## src/hdl/slc_pkg.sv

```systemverilog
/*
  Constants, register map and carrier types of the lane control and status block.
  Assumes a single 125 MHz clock and an APB master for software access.
*/
// Functional notes
// RULE_01 - rx pcs reset waits for rx user ready
// RULE_02 - rx pma reset pulse starts pma sequence
// RULE_03 - pma done low during full/pma reset
// RULE_04 - counter clear input zeroes error counter
// RULE_05 - prbs error output is live, not sticky
// RULE_06 - rx checker select: off, 7, 15, 23, 31
// RULE_07 - no checking for non-prbs select values
// RULE_08 - expected bit derived from received history
// RULE_09 - rx done low in reset, needs ready
// RULE_10 - buffer error bit sticky until buffer reset
// RULE_11 - buffer half-full bit follows fifo level
// RULE_12 - inhibit forces positive 0, negative 1
// RULE_13 - tx pcs reset leaves tx pma alone
// RULE_14 - tx pma reset resets pma and pcs
// RULE_15 - polarity 1 swaps serial outputs
// RULE_16 - force error corrupts prbs, not data
// RULE_17 - main tap input used only when enabled
// RULE_18 - tx pattern select: off, 7, 15, 23, 31
// RULE_19 - asynchronous inputs pass two flip-flops first
package slc_pkg;
  localparam int unsigned CLK_PERIOD_PS   = 8000;
  localparam int unsigned RST_SEQ_TIME_NS = 200;
  localparam int unsigned RST_SEQ_CYCLES  =
    (RST_SEQ_TIME_NS * 1000 + CLK_PERIOD_PS - 1) / CLK_PERIOD_PS;

  localparam logic [7:0] ADDR_CTRL       = 8'h00;
  localparam logic [7:0] ADDR_STATUS     = 8'h04;
  localparam logic [7:0] ADDR_ERR_CNT    = 8'h08;
  localparam logic [7:0] ADDR_EVT_STATUS = 8'h0C;
  localparam logic [7:0] ADDR_EVT_CLEAR  = 8'h10;
  localparam logic [7:0] ADDR_EVT_ENABLE = 8'h14;

  localparam logic [2:0] PAT_OFF    = 3'h0;
  localparam logic [2:0] PAT_PRBS7  = 3'h1;
  localparam logic [2:0] PAT_PRBS15 = 3'h2;
  localparam logic [2:0] PAT_PRBS23 = 3'h3;
  localparam logic [2:0] PAT_PRBS31 = 3'h4;

  // control register, bit 0 is tx_inhibit
  typedef struct packed {
    logic       main_tap_direct_enable;
    logic       rx_err_cnt_clear;
    logic [2:0] rx_check_sel;
    logic       tx_force_err;
    logic [2:0] tx_pattern_sel;
    logic       tx_polarity;
    logic       tx_inhibit;
  } slc_ctrl_s;
  localparam int        CTRL_W     = 11;
  localparam slc_ctrl_s CTRL_RESET = 11'h000;

  // live status register bit positions
  localparam int ST_RX_PMA_DONE = 0;
  localparam int ST_RX_DONE     = 1;
  localparam int ST_TX_DONE     = 2;
  localparam int ST_TX_HALF     = 3;
  localparam int ST_TX_BUF_ERR  = 4;
  localparam int ST_RX_PRBS_ERR = 5;

  // event bits, same layout in status, clear and enable
  localparam int EV_RX_DONE  = 0;
  localparam int EV_TX_DONE  = 1;
  localparam int EV_BUF_ERR  = 2;
  localparam int EV_PRBS_ERR = 3;
  localparam int EVT_W       = 4;
  localparam logic [EVT_W-1:0] EVT_RESET = 4'h0;

  localparam logic [30:0] PRBS_SEED = 31'h7FFFFFFF;
endpackage : slc_pkg

```

## src/hdl/slc_lane_ctrl.sv

```systemverilog
/*
  Per-lane transceiver control and status: reset sequencing, tx fifo and
  serialiser, prbs generator and checker, polarity, inhibit, event interrupt.
  Assumes everything runs on pclk; reset pins, rx serial pin and tap pins are
  asynchronous and synchronised here.
*/
`timescale 1ns/1ps
`default_nettype none
module slc_lane_ctrl #(
  parameter int WORD_W     = 8,
  parameter int FIFO_DEPTH = 8,
  parameter int ERR_CNT_W  = 16,
  parameter int TAP_W      = 5,
  parameter logic [4:0] MAIN_TAP_DEFAULT = 5'h00
) (
  // clock and reset
  input  wire logic              pclk,
  input  wire logic              presetn,
  // apb slave
  input  wire logic [7:0]        paddr,
  input  wire logic              psel,
  input  wire logic              penable,
  input  wire logic              pwrite,
  input  wire logic [31:0]       pwdata,
  output logic      [31:0]       prdata,
  output logic                   pready,
  output logic                   pslverr,
  // asynchronous pins
  input  wire logic              rx_full_reset,
  input  wire logic              rx_pma_reset,
  input  wire logic              rx_pcs_reset,
  input  wire logic              rx_user_ready,
  input  wire logic              tx_pma_reset,
  input  wire logic              tx_pcs_reset,
  input  wire logic              rx_serial_in,
  input  wire logic [TAP_W-1:0]  main_tap_coef,
  // tx user data
  input  wire logic [WORD_W-1:0] tx_parallel_word,
  input  wire logic              tx_word_valid,
  output logic                   tx_word_ready,
  // serial and status outputs
  output logic                   serial_out_pos,
  output logic                   serial_out_neg,
  output logic                   rx_pma_reset_done,
  output logic                   rx_reset_done,
  output logic                   tx_reset_done,
  output logic                   rx_prbs_err,
  output logic [1:0]             tx_buf_status,
  output logic [TAP_W-1:0]       main_tap_applied,
  output logic                   irq
);
  localparam int AW     = $clog2(FIFO_DEPTH);
  localparam int SEQ_W  = $clog2(slc_pkg::RST_SEQ_CYCLES + 1);
  localparam int BIT_W  = $clog2(WORD_W);
  localparam int SYNC_W = 7 + TAP_W;
  localparam logic [SEQ_W-1:0] SEQ_LOAD = SEQ_W'(slc_pkg::RST_SEQ_CYCLES);
  localparam logic [AW:0]      HALF     = (AW + 1)'(FIFO_DEPTH / 2);
  localparam int SEQ_BOUND = slc_pkg::RST_SEQ_CYCLES + 4;

  if (FIFO_DEPTH < 2 || (FIFO_DEPTH & (FIFO_DEPTH - 1)) != 0 || WORD_W < 2 || TAP_W != 5)
    $error("slc_lane_ctrl: unsupported parameter values");

  function automatic logic is_prbs(input logic [2:0] sel);
    is_prbs = (sel >= slc_pkg::PAT_PRBS7) && (sel <= slc_pkg::PAT_PRBS31);
  endfunction : is_prbs

  function automatic logic prbs_fb(input logic [30:0] s, input logic [2:0] sel);
    case (sel)
      slc_pkg::PAT_PRBS7:  prbs_fb = s[6] ^ s[5];
      slc_pkg::PAT_PRBS15: prbs_fb = s[14] ^ s[13];
      slc_pkg::PAT_PRBS23: prbs_fb = s[22] ^ s[17];
      slc_pkg::PAT_PRBS31: prbs_fb = s[30] ^ s[27];
      default:             prbs_fb = 1'b0;
    endcase
  endfunction : prbs_fb

  // pin synchronisers
  logic [SYNC_W-1:0] sync1_q, sync2_q;
  always_ff @(posedge pclk or negedge presetn) begin // [RULE_19]
    if (!presetn) begin
      sync1_q <= '0;
      sync2_q <= '0;
    end else begin
      sync1_q <= {main_tap_coef, rx_serial_in, tx_pcs_reset, tx_pma_reset,
                  rx_user_ready, rx_pcs_reset, rx_pma_reset, rx_full_reset};
      sync2_q <= sync1_q;
    end
  end
  logic rx_full_s, rx_pma_s, rx_pcs_s, rx_ready_s, tx_pma_s, tx_pcs_s, rx_bit_s;
  logic [TAP_W-1:0] tap_s;
  assign {tap_s, rx_bit_s, tx_pcs_s, tx_pma_s, rx_ready_s, rx_pcs_s, rx_pma_s, rx_full_s}
    = sync2_q;

  // apb registers
  localparam int EVT_W_L  = slc_pkg::EVT_W;
  localparam int CTRL_W_L = slc_pkg::CTRL_W;
  slc_pkg::slc_ctrl_s ctrl_q;
  logic [EVT_W_L-1:0] evt_q, evt_en_q;
  logic acc, setup_phase;
  assign setup_phase = psel && penable && !pready;
  assign acc         = psel && penable && pready;

  logic [ERR_CNT_W-1:0] err_cnt_q;
  logic [5:0]           status;
  logic [31:0]          rd_val;
  logic                 addr_ok;
  always_comb begin
    addr_ok = 1'b1;
    rd_val  = 32'h00000000;
    case (paddr)
      slc_pkg::ADDR_CTRL:       rd_val = 32'(ctrl_q);
      slc_pkg::ADDR_STATUS:     rd_val = 32'(status);
      slc_pkg::ADDR_ERR_CNT:    rd_val = 32'(err_cnt_q);
      slc_pkg::ADDR_EVT_STATUS: rd_val = 32'(evt_q);
      slc_pkg::ADDR_EVT_CLEAR:  rd_val = 32'h00000000;
      slc_pkg::ADDR_EVT_ENABLE: rd_val = 32'(evt_en_q);
      default:                  addr_ok = 1'b0;
    endcase
  end

  // one wait state: answer registered during the first access cycle
  always_ff @(posedge pclk or negedge presetn) begin
    if (!presetn) begin
      pready  <= 1'b0;
      prdata  <= 32'h00000000;
      pslverr <= 1'b0;
    end else begin
      pready  <= setup_phase;
      pslverr <= setup_phase && !addr_ok;
      prdata  <= (setup_phase && !pwrite) ? rd_val : 32'h00000000;
    end
  end

  always_ff @(posedge pclk or negedge presetn) begin
    if (!presetn) begin
      ctrl_q   <= slc_pkg::CTRL_RESET;
      evt_en_q <= slc_pkg::EVT_RESET;
    end else if (acc && pwrite) begin
      if (paddr == slc_pkg::ADDR_CTRL) ctrl_q <= slc_pkg::slc_ctrl_s'(pwdata[CTRL_W_L-1:0]);
      if (paddr == slc_pkg::ADDR_EVT_ENABLE) evt_en_q <= pwdata[EVT_W_L-1:0];
    end
  end

  // rx reset sequencing
  logic [SEQ_W-1:0] rx_pma_cnt_q, rx_pcs_cnt_q;
  logic             rx_pcs_pend_q, rx_pcs_prev_q, rx_full_prev_q;
  logic             rx_pcs_start;
  assign rx_pcs_start = rx_pcs_pend_q && !rx_pcs_s && !rx_full_s && rx_ready_s
                        && rx_pma_cnt_q == '0; // [RULE_01]
  always_ff @(posedge pclk or negedge presetn) begin
    if (!presetn) begin
      rx_pma_cnt_q <= SEQ_LOAD;
    end else if (rx_full_s || rx_pma_s) begin // [RULE_02]
      rx_pma_cnt_q <= SEQ_LOAD;
    end else if (rx_pma_cnt_q != '0) begin
      rx_pma_cnt_q <= rx_pma_cnt_q - SEQ_W'(1);
    end
  end
  always_ff @(posedge pclk or negedge presetn) begin
    if (!presetn) begin
      rx_pcs_prev_q  <= 1'b0;
      rx_full_prev_q <= 1'b0;
      rx_pcs_pend_q  <= 1'b1;
      rx_pcs_cnt_q   <= '0;
    end else begin
      rx_pcs_prev_q  <= rx_pcs_s;
      rx_full_prev_q <= rx_full_s;
      if (rx_pcs_start) begin
        rx_pcs_pend_q <= 1'b0;
        rx_pcs_cnt_q  <= SEQ_LOAD;
      end else begin
        if ((rx_pcs_prev_q && !rx_pcs_s) || (rx_full_prev_q && !rx_full_s))
          rx_pcs_pend_q <= 1'b1;
        if (rx_pcs_cnt_q != '0) rx_pcs_cnt_q <= rx_pcs_cnt_q - SEQ_W'(1);
      end
    end
  end
  logic rx_done_d;
  assign rx_done_d = !rx_full_s && !rx_pcs_s && !rx_pcs_pend_q && rx_pcs_cnt_q == '0
                     && rx_pma_cnt_q == '0 && rx_ready_s; // [RULE_09]
  always_ff @(posedge pclk or negedge presetn) begin
    if (!presetn) begin
      rx_pma_reset_done <= 1'b0;
      rx_reset_done     <= 1'b0;
    end else begin
      rx_pma_reset_done <= !rx_full_s && !rx_pma_s && rx_pma_cnt_q == '0; // [RULE_03]
      rx_reset_done     <= rx_done_d;
    end
  end

  // tx reset sequencing
  logic [SEQ_W-1:0] tx_pma_cnt_q, tx_pcs_cnt_q;
  logic             tx_pma_busy, tx_pcs_busy;
  assign tx_pma_busy = tx_pma_cnt_q != '0;
  assign tx_pcs_busy = tx_pcs_cnt_q != '0;
  always_ff @(posedge pclk or negedge presetn) begin
    if (!presetn) begin
      tx_pma_cnt_q <= SEQ_LOAD;
      tx_pcs_cnt_q <= SEQ_LOAD;
    end else begin
      if (tx_pma_s) tx_pma_cnt_q <= SEQ_LOAD; // [RULE_14]
      else if (tx_pma_busy) tx_pma_cnt_q <= tx_pma_cnt_q - SEQ_W'(1);
      // pcs alone never touches the pma counter
      if (tx_pma_s || tx_pcs_s) tx_pcs_cnt_q <= SEQ_LOAD; // [RULE_13] [RULE_14]
      else if (tx_pcs_busy) tx_pcs_cnt_q <= tx_pcs_cnt_q - SEQ_W'(1);
    end
  end

  // tx fifo, cleared while the tx pcs is in reset
  logic [WORD_W-1:0] fifo_mem [FIFO_DEPTH];
  logic [AW:0]       wr_ptr_q, rd_ptr_q, fill;
  logic              push, pop, full, empty, overflow, underflow;
  assign fill     = wr_ptr_q - rd_ptr_q;
  assign full     = fill == (AW + 1)'(FIFO_DEPTH);
  assign empty    = fill == '0;
  assign push     = tx_word_valid && !full && !tx_pcs_busy;
  assign overflow = tx_word_valid && full && !tx_pcs_busy;
  always_ff @(posedge pclk) begin
    if (push) fifo_mem[wr_ptr_q[AW-1:0]] <= tx_parallel_word;
  end
  always_ff @(posedge pclk or negedge presetn) begin
    if (!presetn) begin
      wr_ptr_q      <= '0;
      rd_ptr_q      <= '0;
      tx_word_ready <= 1'b0;
    end else if (tx_pcs_busy) begin
      wr_ptr_q      <= '0;
      rd_ptr_q      <= '0;
      tx_word_ready <= 1'b0;
    end else begin
      if (push) wr_ptr_q <= wr_ptr_q + (AW + 1)'(1);
      if (pop)  rd_ptr_q <= rd_ptr_q + (AW + 1)'(1);
      tx_word_ready <= (wr_ptr_q + (AW + 1)'(push) - rd_ptr_q - (AW + 1)'(pop))
                       != (AW + 1)'(FIFO_DEPTH);
    end
  end

  // serialiser and prbs generator
  logic [WORD_W-1:0] shift_q;
  logic [BIT_W-1:0]  bit_cnt_q;
  logic [30:0]       gen_q;
  logic [2:0]        tx_sel_prev_q;
  logic              gen_on, word_edge, gen_fb, tx_bit;
  assign gen_on    = is_prbs(ctrl_q.tx_pattern_sel); // [RULE_18]
  assign word_edge = bit_cnt_q == '0;
  assign pop       = word_edge && !gen_on && !empty && !tx_pcs_busy;
  assign underflow = word_edge && !gen_on && empty && !tx_pcs_busy;
  assign gen_fb    = prbs_fb(gen_q, ctrl_q.tx_pattern_sel);
  // injected errors only exist in the generated stream
  assign tx_bit    = gen_on ? (gen_fb ^ ctrl_q.tx_force_err) : shift_q[0]; // [RULE_16]
  always_ff @(posedge pclk or negedge presetn) begin
    if (!presetn) begin
      shift_q       <= '0;
      bit_cnt_q     <= '0;
      gen_q         <= slc_pkg::PRBS_SEED;
      tx_sel_prev_q <= slc_pkg::PAT_OFF;
    end else if (tx_pcs_busy) begin
      shift_q   <= '0;
      bit_cnt_q <= '0;
      gen_q     <= slc_pkg::PRBS_SEED;
    end else begin
      tx_sel_prev_q <= ctrl_q.tx_pattern_sel;
      // reseed on a pattern change so a short window never sits at all zeros
      if (ctrl_q.tx_pattern_sel != tx_sel_prev_q) gen_q <= slc_pkg::PRBS_SEED;
      else if (gen_on) gen_q <= {gen_q[29:0], gen_fb};
      bit_cnt_q <= (bit_cnt_q == BIT_W'(WORD_W - 1)) ? '0 : bit_cnt_q + BIT_W'(1);
      if (pop) shift_q <= fifo_mem[rd_ptr_q[AW-1:0]];
      else if (word_edge) shift_q <= '0;
      else shift_q <= shift_q >> 1;
    end
  end
  // pop loads the word at the edge; its first bit leaves on the next cycle

  always_ff @(posedge pclk or negedge presetn) begin
    if (!presetn) begin
      serial_out_pos <= 1'b0;
      serial_out_neg <= 1'b1;
    end else if (tx_pma_busy || ctrl_q.tx_inhibit) begin // [RULE_12]
      serial_out_pos <= 1'b0;
      serial_out_neg <= 1'b1;
    end else begin
      serial_out_pos <= tx_bit ^ ctrl_q.tx_polarity; // [RULE_15]
      serial_out_neg <= ~(tx_bit ^ ctrl_q.tx_polarity);
    end
  end

  always_ff @(posedge pclk or negedge presetn) begin
    if (!presetn) begin
      tx_buf_status <= 2'h0;
      tx_reset_done <= 1'b0;
    end else begin
      if (tx_pcs_busy) tx_buf_status[1] <= 1'b0;
      else if (overflow || underflow) tx_buf_status[1] <= 1'b1; // [RULE_10]
      tx_buf_status[0] <= !tx_pcs_busy && fill >= HALF; // [RULE_11]
      tx_reset_done    <= !tx_pma_busy && !tx_pcs_busy;
    end
  end

  // rx prbs checker: self-synchronising on received history
  logic [30:0] hist_q;
  logic [4:0]  rx_fill_q;
  logic [2:0]  rx_sel_prev_q;
  logic        check_en;
  assign check_en = is_prbs(ctrl_q.rx_check_sel) && rx_fill_q == 5'h1F; // [RULE_06] [RULE_07]
  always_ff @(posedge pclk or negedge presetn) begin
    if (!presetn) begin
      hist_q        <= '0;
      rx_fill_q     <= '0;
      rx_sel_prev_q <= slc_pkg::PAT_OFF;
      rx_prbs_err   <= 1'b0;
    end else begin
      hist_q        <= {hist_q[29:0], rx_bit_s}; // [RULE_08]
      rx_sel_prev_q <= ctrl_q.rx_check_sel;
      if (ctrl_q.rx_check_sel != rx_sel_prev_q) rx_fill_q <= '0;
      else if (rx_fill_q != 5'h1F) rx_fill_q <= rx_fill_q + 5'h01;
      rx_prbs_err <= check_en && (rx_bit_s != prbs_fb(hist_q, ctrl_q.rx_check_sel)); // [RULE_05]
    end
  end
  always_ff @(posedge pclk or negedge presetn) begin
    if (!presetn) err_cnt_q <= '0;
    else if (ctrl_q.rx_err_cnt_clear) err_cnt_q <= '0; // [RULE_04]
    else if (rx_prbs_err && err_cnt_q != '1) err_cnt_q <= err_cnt_q + ERR_CNT_W'(1);
  end

  always_ff @(posedge pclk or negedge presetn) begin
    if (!presetn) main_tap_applied <= MAIN_TAP_DEFAULT;
    else main_tap_applied <= ctrl_q.main_tap_direct_enable ? tap_s : MAIN_TAP_DEFAULT; // [RULE_17]
  end

  // events and interrupt; a new event wins over a clear in the same cycle
  logic [EVT_W_L-1:0] ev, clr, evt_d;
  assign status = {rx_prbs_err, tx_buf_status[1], tx_buf_status[0],
                   tx_reset_done, rx_reset_done, rx_pma_reset_done};
  always_comb begin
    ev = '0;
    ev[slc_pkg::EV_RX_DONE]  = rx_done_d && !rx_reset_done;
    ev[slc_pkg::EV_TX_DONE]  = !tx_pma_busy && !tx_pcs_busy && !tx_reset_done;
    ev[slc_pkg::EV_BUF_ERR]  = (overflow || underflow) && !tx_buf_status[1];
    ev[slc_pkg::EV_PRBS_ERR] = rx_prbs_err;
  end
  assign clr   = (acc && pwrite && paddr == slc_pkg::ADDR_EVT_CLEAR) ? pwdata[EVT_W_L-1:0] : '0;
  assign evt_d = (evt_q & ~clr) | ev;
  always_ff @(posedge pclk or negedge presetn) begin
    if (!presetn) begin
      evt_q <= slc_pkg::EVT_RESET;
      irq   <= 1'b0;
    end else begin
      evt_q <= evt_d;
      irq   <= |(evt_d & evt_en_q);
    end
  end
endmodule : slc_lane_ctrl
`default_nettype wire

```

## config.mk

```make
export PLATFORM = sky130hd
export DESIGN_NAME = slc_lane_ctrl
export DESIGN_NICKNAME = d
export VERILOG_FILES = /design/src/hdl/slc_pkg.sv /design/src/hdl/slc_lane_ctrl.sv
export SDC_FILE = /design/constraint.sdc
export NUM_CORES = 1
export LEC_CHECK = 0
export CORE_ASPECT_RATIO = 0.8
export CORE_UTILIZATION = 50
export CTS_CLUSTER_DIAMETER = 150
export CTS_CLUSTER_SIZE = 16
export DETAILED_ROUTE_END_ITERATION = 10
export DONT_BUFFER_PORTS = 1
export PLACE_DENSITY = 0.69
export SLEW_MARGIN = 20
export SYNTH_ARGS = -nofsm -noshare
export SYNTH_HDL_FRONTEND = slang
export SYNTH_SLANG_ARGS = --single-unit
```

## constraint.sdc

```tcl
create_clock -name pclk -period 6.24 [get_ports pclk]
set_input_delay 0.624 -clock pclk [delete_from_list [all_inputs] [get_ports pclk]]
set_output_delay 0.624 -clock pclk [all_outputs]
set_load 0.02 [all_outputs]
```

# Word level (Yosys, flattened, before mapping)
# Memory sizes are Yosys's and may differ from the RTL's.
# Cells that the tools add are included.
[totals]
regBits = 223
mem_bits_rw = 64
inputBits = 66
elab_cells = 222
n_memories = 1
[memory_table]
columns = ["memory", "depth", "word_bits", "rd", "rd_clocked_by_memory_dff", "write_ports", "line_no", "text"]
rows = [
  ["fifo_mem", 8, 8, 1, 0, 1, "slc_lane_ctrl.sv:210", "logic [WORD_W-1:0] fifo_mem [FIFO_DEPTH];"],
]
[classes]
addsub = 13
magnitude_cmp = 5
eq_ne = 22
muxes = 41
n_bitwise = 15
reduce_logical = 83
[ops]
columns = ["operator", "count"]
rows = [
  ["two-way mux 31 bit", 3],
  ["one-hot mux 16 bit (5 select lines)", 1],
  ["two-way mux 5 bit", 11],
  ["logical AND 1 bit", 39],
  ["two-way mux 16 bit", 2],
  ["two-way mux 32 bit", 1],
  ["two-way mux 4 bit", 5],
  ["nonzero test 2 bit", 10],
  ["nonzero test 5 bit", 4],
  ["subtractor 5 x 1 -> 5 bit (second input constant)", 4],
  ["adder 16 x 1 -> 16 bit (second input constant)", 1],
  ["== test 8 x 4 -> 1 bit (second input constant)", 2],
  ["== test 8 x 5 -> 1 bit (second input constant)", 2],
  ["two-way mux 8 bit", 2],
  ["inequality test 16 bit (second input constant)", 1],
  ["logical NOT 1 bit", 15],
  ["== test 3 x 2 -> 1 bit (second input constant)", 4],
  ["two-way mux 1 bit", 11],
  ["logical NOT 5 bit", 2],
  ["bitwise XOR 1 bit", 10],
  ["== test 3 bit (second input constant)", 3],
  ["adder 4 x 1 -> 4 bit (second input constant)", 2],
  ["AND 4 bit", 2],
  ["== test 8 x 3 -> 1 bit (second input constant)", 1],
  ["other kinds (29)", 41],
]

# Logic depth before layout (Yosys ltp)
[depth]
ltp_word = 11
ltp_mapped = 20
mapped_depth_nobuf = 18

# Least setup slack after synthesis
# No wires, ideal clock.
[synth_timing]
path_kind = "register to register"
from = "reg rd_ptr_q[1]"
to = "reg tx_word_ready"
setup_ns = 0.137
arrival_time_ns = 4.091
required_time_ns = 6.103
setup_slack_ns = 2.012
path_stages_with_launch = 21
n_path_buf = 2
path_cell_list = "dfrtp_1 clkbuf_1 clkbuf_1 inv_1 ha_1 nand2_1 o21ai_1 xor2_1 o21a_1 nand2_1 inv_2 fa_1 inv_1 fa_1 ha_1 inv_1 fa_1 xnor2_1 xnor2_1 xnor2_1 a31oi_1"
[synth_between]
elab_chain_cells = 10
word_cells_on_any_way = 14
classes_between = "add/sub (4); eq/ne (2); mux (1); reduce/logical (7)"
[synth_lines]
columns = ["item", "line_no", "text"]
rows = [
  ["from (decl)", "slc_lane_ctrl.sv:211", "logic [AW:0] wr_ptr_q, rd_ptr_q, fill;"],
  ["from (signal assigned)", "slc_lane_ctrl.sv:232", "if (pop) rd_ptr_q <= rd_ptr_q + (AW + 1)'(1);"],
  ["subtractor 4 bit", "slc_lane_ctrl.sv:213", "assign fill = wr_ptr_q - rd_ptr_q;"],
  ["== test 4 bit", "slc_lane_ctrl.sv:214", "assign full = fill == (AW + 1)'(FIFO_DEPTH);"],
  ["logical NOT 1 bit", "slc_lane_ctrl.sv:216", "assign push = tx_word_valid && !full && !tx_pcs_busy;"],
  ["logical AND 1 bit (2 in series)", "slc_lane_ctrl.sv:216", ""],
  ["adder 4 x 1 -> 4 bit", "slc_lane_ctrl.sv:233", "tx_word_ready <= (wr_ptr_q + (AW + 1)'(push) - rd_ptr_q - (AW + 1)'(pop))"],
  ["subtractor 4 bit", "slc_lane_ctrl.sv:233", ""],
  ["subtractor 4 x 1 -> 4 bit *", "slc_lane_ctrl.sv:233", ""],
  ["inequality test 4 bit *", "slc_lane_ctrl.sv:234", "!= (AW + 1)'(FIFO_DEPTH);"],
  ["two-way mux 1 bit *", "slc_lane_ctrl.sv:226", "end else if (tx_pcs_busy) begin"],
  ["to (signal assigned)", "slc_lane_ctrl.sv:233", ""],
  ["to (decl)", "slc_lane_ctrl.sv:40", "output logic tx_word_ready,"],
]
# Mark *: on every way between the ends. The rest lies on a longest branch, timed or not.
# A chain may end at the register's enable or synchronous reset.

# Worst setup path after layout
# Same ends and word-level chain as after synthesis.

==> flow_metrics.env <==
export IMPL_final_layout_size_suffix_gt1_frac=0.1202
export IMPL_fin_skew_ns=0.01257
export IMPL_synth_fa_ha_area_frac=0.02795
export IMPL_coreArea_mm2=0.02168
export IMPL_grt_first_pass_wirelength_um=31350
export IMPL_avgSynthCellArea_um2=12.67
export IMPL_ir_drop_mv=0.1722
export IMPL_final_hold_viol_count=0
export IMPL_p_leak_nw=5.155
export IMPL_drt_iter0_markers=444
export IMPL_setup_tns_ns=0
export IMPL_timing_slew_headroom=0.3223
export IMPL_drc_errors=0
export IMPL_async_reset_ff_frac=0.7638
export IMPL_cts_root_buffer="clkbuf_16"
export IMPL_firstDrtPassIters=5
export IMPL_status="finished, final reports clean"
export IMPL_yosysTopAreaCell="dfrtp_1"
export IMPL_crit_required_ns=6.61
export IMPL_syn_inst=876
export IMPL_grt_pass1_vias=5931
export IMPL_ant_nets=0
export IMPL_layout_common_cells="165 x dfrtp_1, 122 x nand2_1, 64 x edfxtp_1, 63 x nor2_1, 43 x nand3_1"
export IMPL_start_util=0.5120
export IMPL_synth_cell_types=62
export IMPL_final_cells=1190
export IMPL_gr_usage_all_layers=0.1728
export IMPL_fmax_mhz=234.8
export IMPL_rows=48
export IMPL_cp_arrival_ns=4.63
export IMPL_clock_path_buffers=3
export IMPL_register_area_mm2=0.007154
export IMPL_die_area_mm2=0.02281
export IMPL_synth_top_family_by_area="simple AND/OR/NAND/NOR gates"
export IMPL_startpoint_type="flip-flop"
export IMPL_fin_crit_sh=0.6824
export IMPL_tightest_slew_ns=1.013
export IMPL_clk_pin_slew_ns=0.07
export IMPL_vias=6170
export IMPL_synth_edff_count=64
export IMPL_wl_per_cell_um=15.99
export IMPL_clk_latency_ns=0.50
export IMPL_antenna_diode_count=0
export IMPL_slowest_stage="fa_1"
export IMPL_rsz0062_at_grt="false"
export IMPL_antenna_found_initial=0
export IMPL_path_cells="buf_4 -> inv_1 -> ha_1 -> nand2_1 -> o21ai_1 -> xor2_1 -> o21a_1 -> nand2_1 -> inv_2 -> fa_1 -> inv_1 -> fa_1 -> ha_1 -> inv_1 -> fa_1 -> xnor2_1 -> xnor2_1 -> xnor2_1 -> a31oi_1"
export IMPL_fillCellCount=1784
export IMPL_cts_buffers=20
export IMPL_slew_violations=0
export IMPL_yosys_top_cells_area="dfrtp_1 37%, edfxtp_1 17%, dfstp_2 9.9%"
export IMPL_layout_commonest_cell="dfrtp_1"
export IMPL_synth_flop_cell="dfrtp_1"
export IMPL_hold_path_class="primary input to flip-flop"
export IMPL_routed_via_density=5.185
export IMPL_synth_compound_gate_area_share=0.04441
export IMPL_die_h_um=135.3
export IMPL_wl_um=19030
export IMPL_cts_max_level=1
export IMPL_multiInputGateArea_mm2=0.003665
export IMPL_cts_resized=0
export IMPL_netlist_area_mm2=0.01110
export IMPL_ys_warn_count=0
export IMPL_area_delta_synth_final_pct=8.025
export IMPL_netlist_area_leader_share=0.3720
export IMPL_critical_path_max_stage_delay_ns=0.48
export IMPL_cts_sinks=271
export IMPL_dpl_cell_count=1153
export IMPL_synth_seq_cells=271
export IMPL_grt_max_degree=208
export IMPL_rrSetupSlack_ns=1.98
export IMPL_drv_cap=0
export IMPL_synthSimpleGateAreaFrac=0.1359
export IMPL_power_density_mw_per_mm2=274.2
export IMPL_io_pin_count=115
export IMPL_overflow=0
export IMPL_die_w_um=168.6
export IMPL_cts_tree="yes"
export IMPL_crit_fanout=20
export IMPL_synthXorXnorAreaFrac=0.03945
export IMPL_io_buffers=0
export IMPL_muxShareOfSynthArea=0.07450
export IMPL_nets=965
export IMPL_setup_viol=0
export IMPL_hpwl_um=12220
export IMPL_crit_path_end_kind="flip-flop"
export IMPL_critPathKind="flip-flop to flip-flop"
export IMPL_finalCriticalPeriod_ns=4.258
export IMPL_gp_congestion=0.7932
export IMPL_seq_area_frac_synth=0.6445
## logic make-up (layout without fill, tap and decap cells)
| kind of cell | Yosys count | count (layout) |
|---|---|---|
| adder cells (fa/ha/maj) | 23 | 23 |
| other | 1 | 16 |
| flip-flops | 271 | 271 |
| AO/OA/AOI/OAI | 76 | 76 |
| multiplexers | 59 | 59 |
| AND/OR/NAND/NOR | 317 | 317 |
| buffers and inverters | 79 | 78 |
| XOR/XNOR | 50 | 50 |
## worst paths after layout
| kind | startpoint | endpoint | depth (start not counted) |
|---|---|---|---|
| setup / recovery | rd_ptr_q[1] | tx_word_ready | 19 |
| hold / removal | tx_pma_reset | sync1_q[4] | 0 |
| setup reg to reg | rd_ptr_q[1] | tx_word_ready | 19 |
| hold reg to reg | sync1_q[10] | sync2_q[10] | 0 |
| max in group asynchronous | presetn | shift_q[5] | 1 |
| min in group asynchronous | presetn | prdata[4] | 1 |
## sequential cells by signal, indices dropped and copies added (netlist names), 2 cells and up
register / cells
bit_cnt_q: 3
ctrl_q: 11
err_cnt_q: 16
evt_en_q: 4
evt_q: 4
fifo_mem: 64
gen_q: 31
hist_q: 31
main_tap_applied: 5
prdata: 16
rd_ptr_q: 4
rx_fill_q: 5
rx_pcs_cnt_q: 5
rx_pma_cnt_q: 5
rx_sel_prev_q: 3
shift_q: 8
sync1_q: 12
sync2_q: 12
tx_buf_status: 2
tx_pcs_cnt_q: 5
tx_pma_cnt_q: 5
tx_sel_prev_q: 3
wr_ptr_q: 4
## report_power, final
group | internal, mW | switching (mW)
Clock | 0.629 | 0.572
Combinational | 0.0745 | 0.0988
Sequential | 1.87 | 0.0392
Total | 2.58 | 0.711
## critical path: cells and delay by family (launching register included)
kind / cells / cell delay, ns
adder cells (fa/ha/maj): 5 / 1.51
XOR/XNOR: 4 / 0.73
AND/OR/NAND/NOR: 2 / 0.34
flip-flops: 1 / 0.32
AO/OA/AOI/OAI: 3 / 0.62
buffers and inverters: 5 / 0.62
## cell type report
cell class | count | share of cell area
flip-flops and latches | 271 | 0.5966
inverters | 32 | 0.01002
clock buffers | 35 | 0.04821
clock inverters | 1 | 0.0003130
well taps | 300 | 0.03130
repair buffers | 10 | 0.007930
multi-input cells | 541 | 0.3056
## repair_timing
item	in CTS	in global routing
hold buffers	1	0
buffers inserted	0	0
endpoints found under the hold margin	207	0
## synthesized netlist by cell type, types with 3 or more instances
master / instances
dfrtp_1: 165
nand2_1: 122
edfxtp_1: 64
nor2_1: 63
nand3_1: 43
dfstp_2: 42
inv_1: 29
xnor2_1: 29
clkbuf_1: 25
mux2i_1: 23
xor2_1: 21
ha_1: 20
a21oi_1: 19
mux4_2: 17
buf_4: 16
nor3_1: 16
mux2_1: 15
and2_1: 14
o21ai_1: 14
or3_1: 9
and3_1: 7
nand2b_1: 7
nand4_1: 6
nor2b_1: 6
o21a_1: 6
o21ai_0: 6
a21o_1: 4
buf_1: 4
mux2_2: 4
nand3b_1: 4
o211ai_1: 4
a2111oi_0: 3
a211oi_1: 3
a22oi_1: 3
and4_1: 3
fa_1: 3
nor3b_1: 3
## metal layers
metal	GRT usage	wire length, µm	share of wire
met4	0.03788	339	0.018
met1	0.2612	9332	0.49
met3	0.03038	682	0.036
met5	0	0	0
met2	0.2621	8673	0.46
## metrics by stage
| step | worst slack, ns | total power, mW | hold WS (ns) | cell area [µm²] | util |
|---|---|---|---|---|---|
| final | 1.982 | 3.288 | 0.1482 | 11990 | 0.5531 |
| after global routing | 1.642 | 3.435 | 0.1210 | 11990 | 0.5531 |
| after CTS | 1.932 | 3.336 | 0.1261 | 11990 | 0.5531 |
| after detailed placement | 1.982 | 2.097 | 0.3347 | 11380 | 0.5250 |
| after global placement | 2.131 | 2.089 | 0.3335 | 11380 | 0.5250 |
| after floorplan | 2.012 | 2.080 | 0.3284 | 11160 | - |
(Power assumes the default switching activity.)
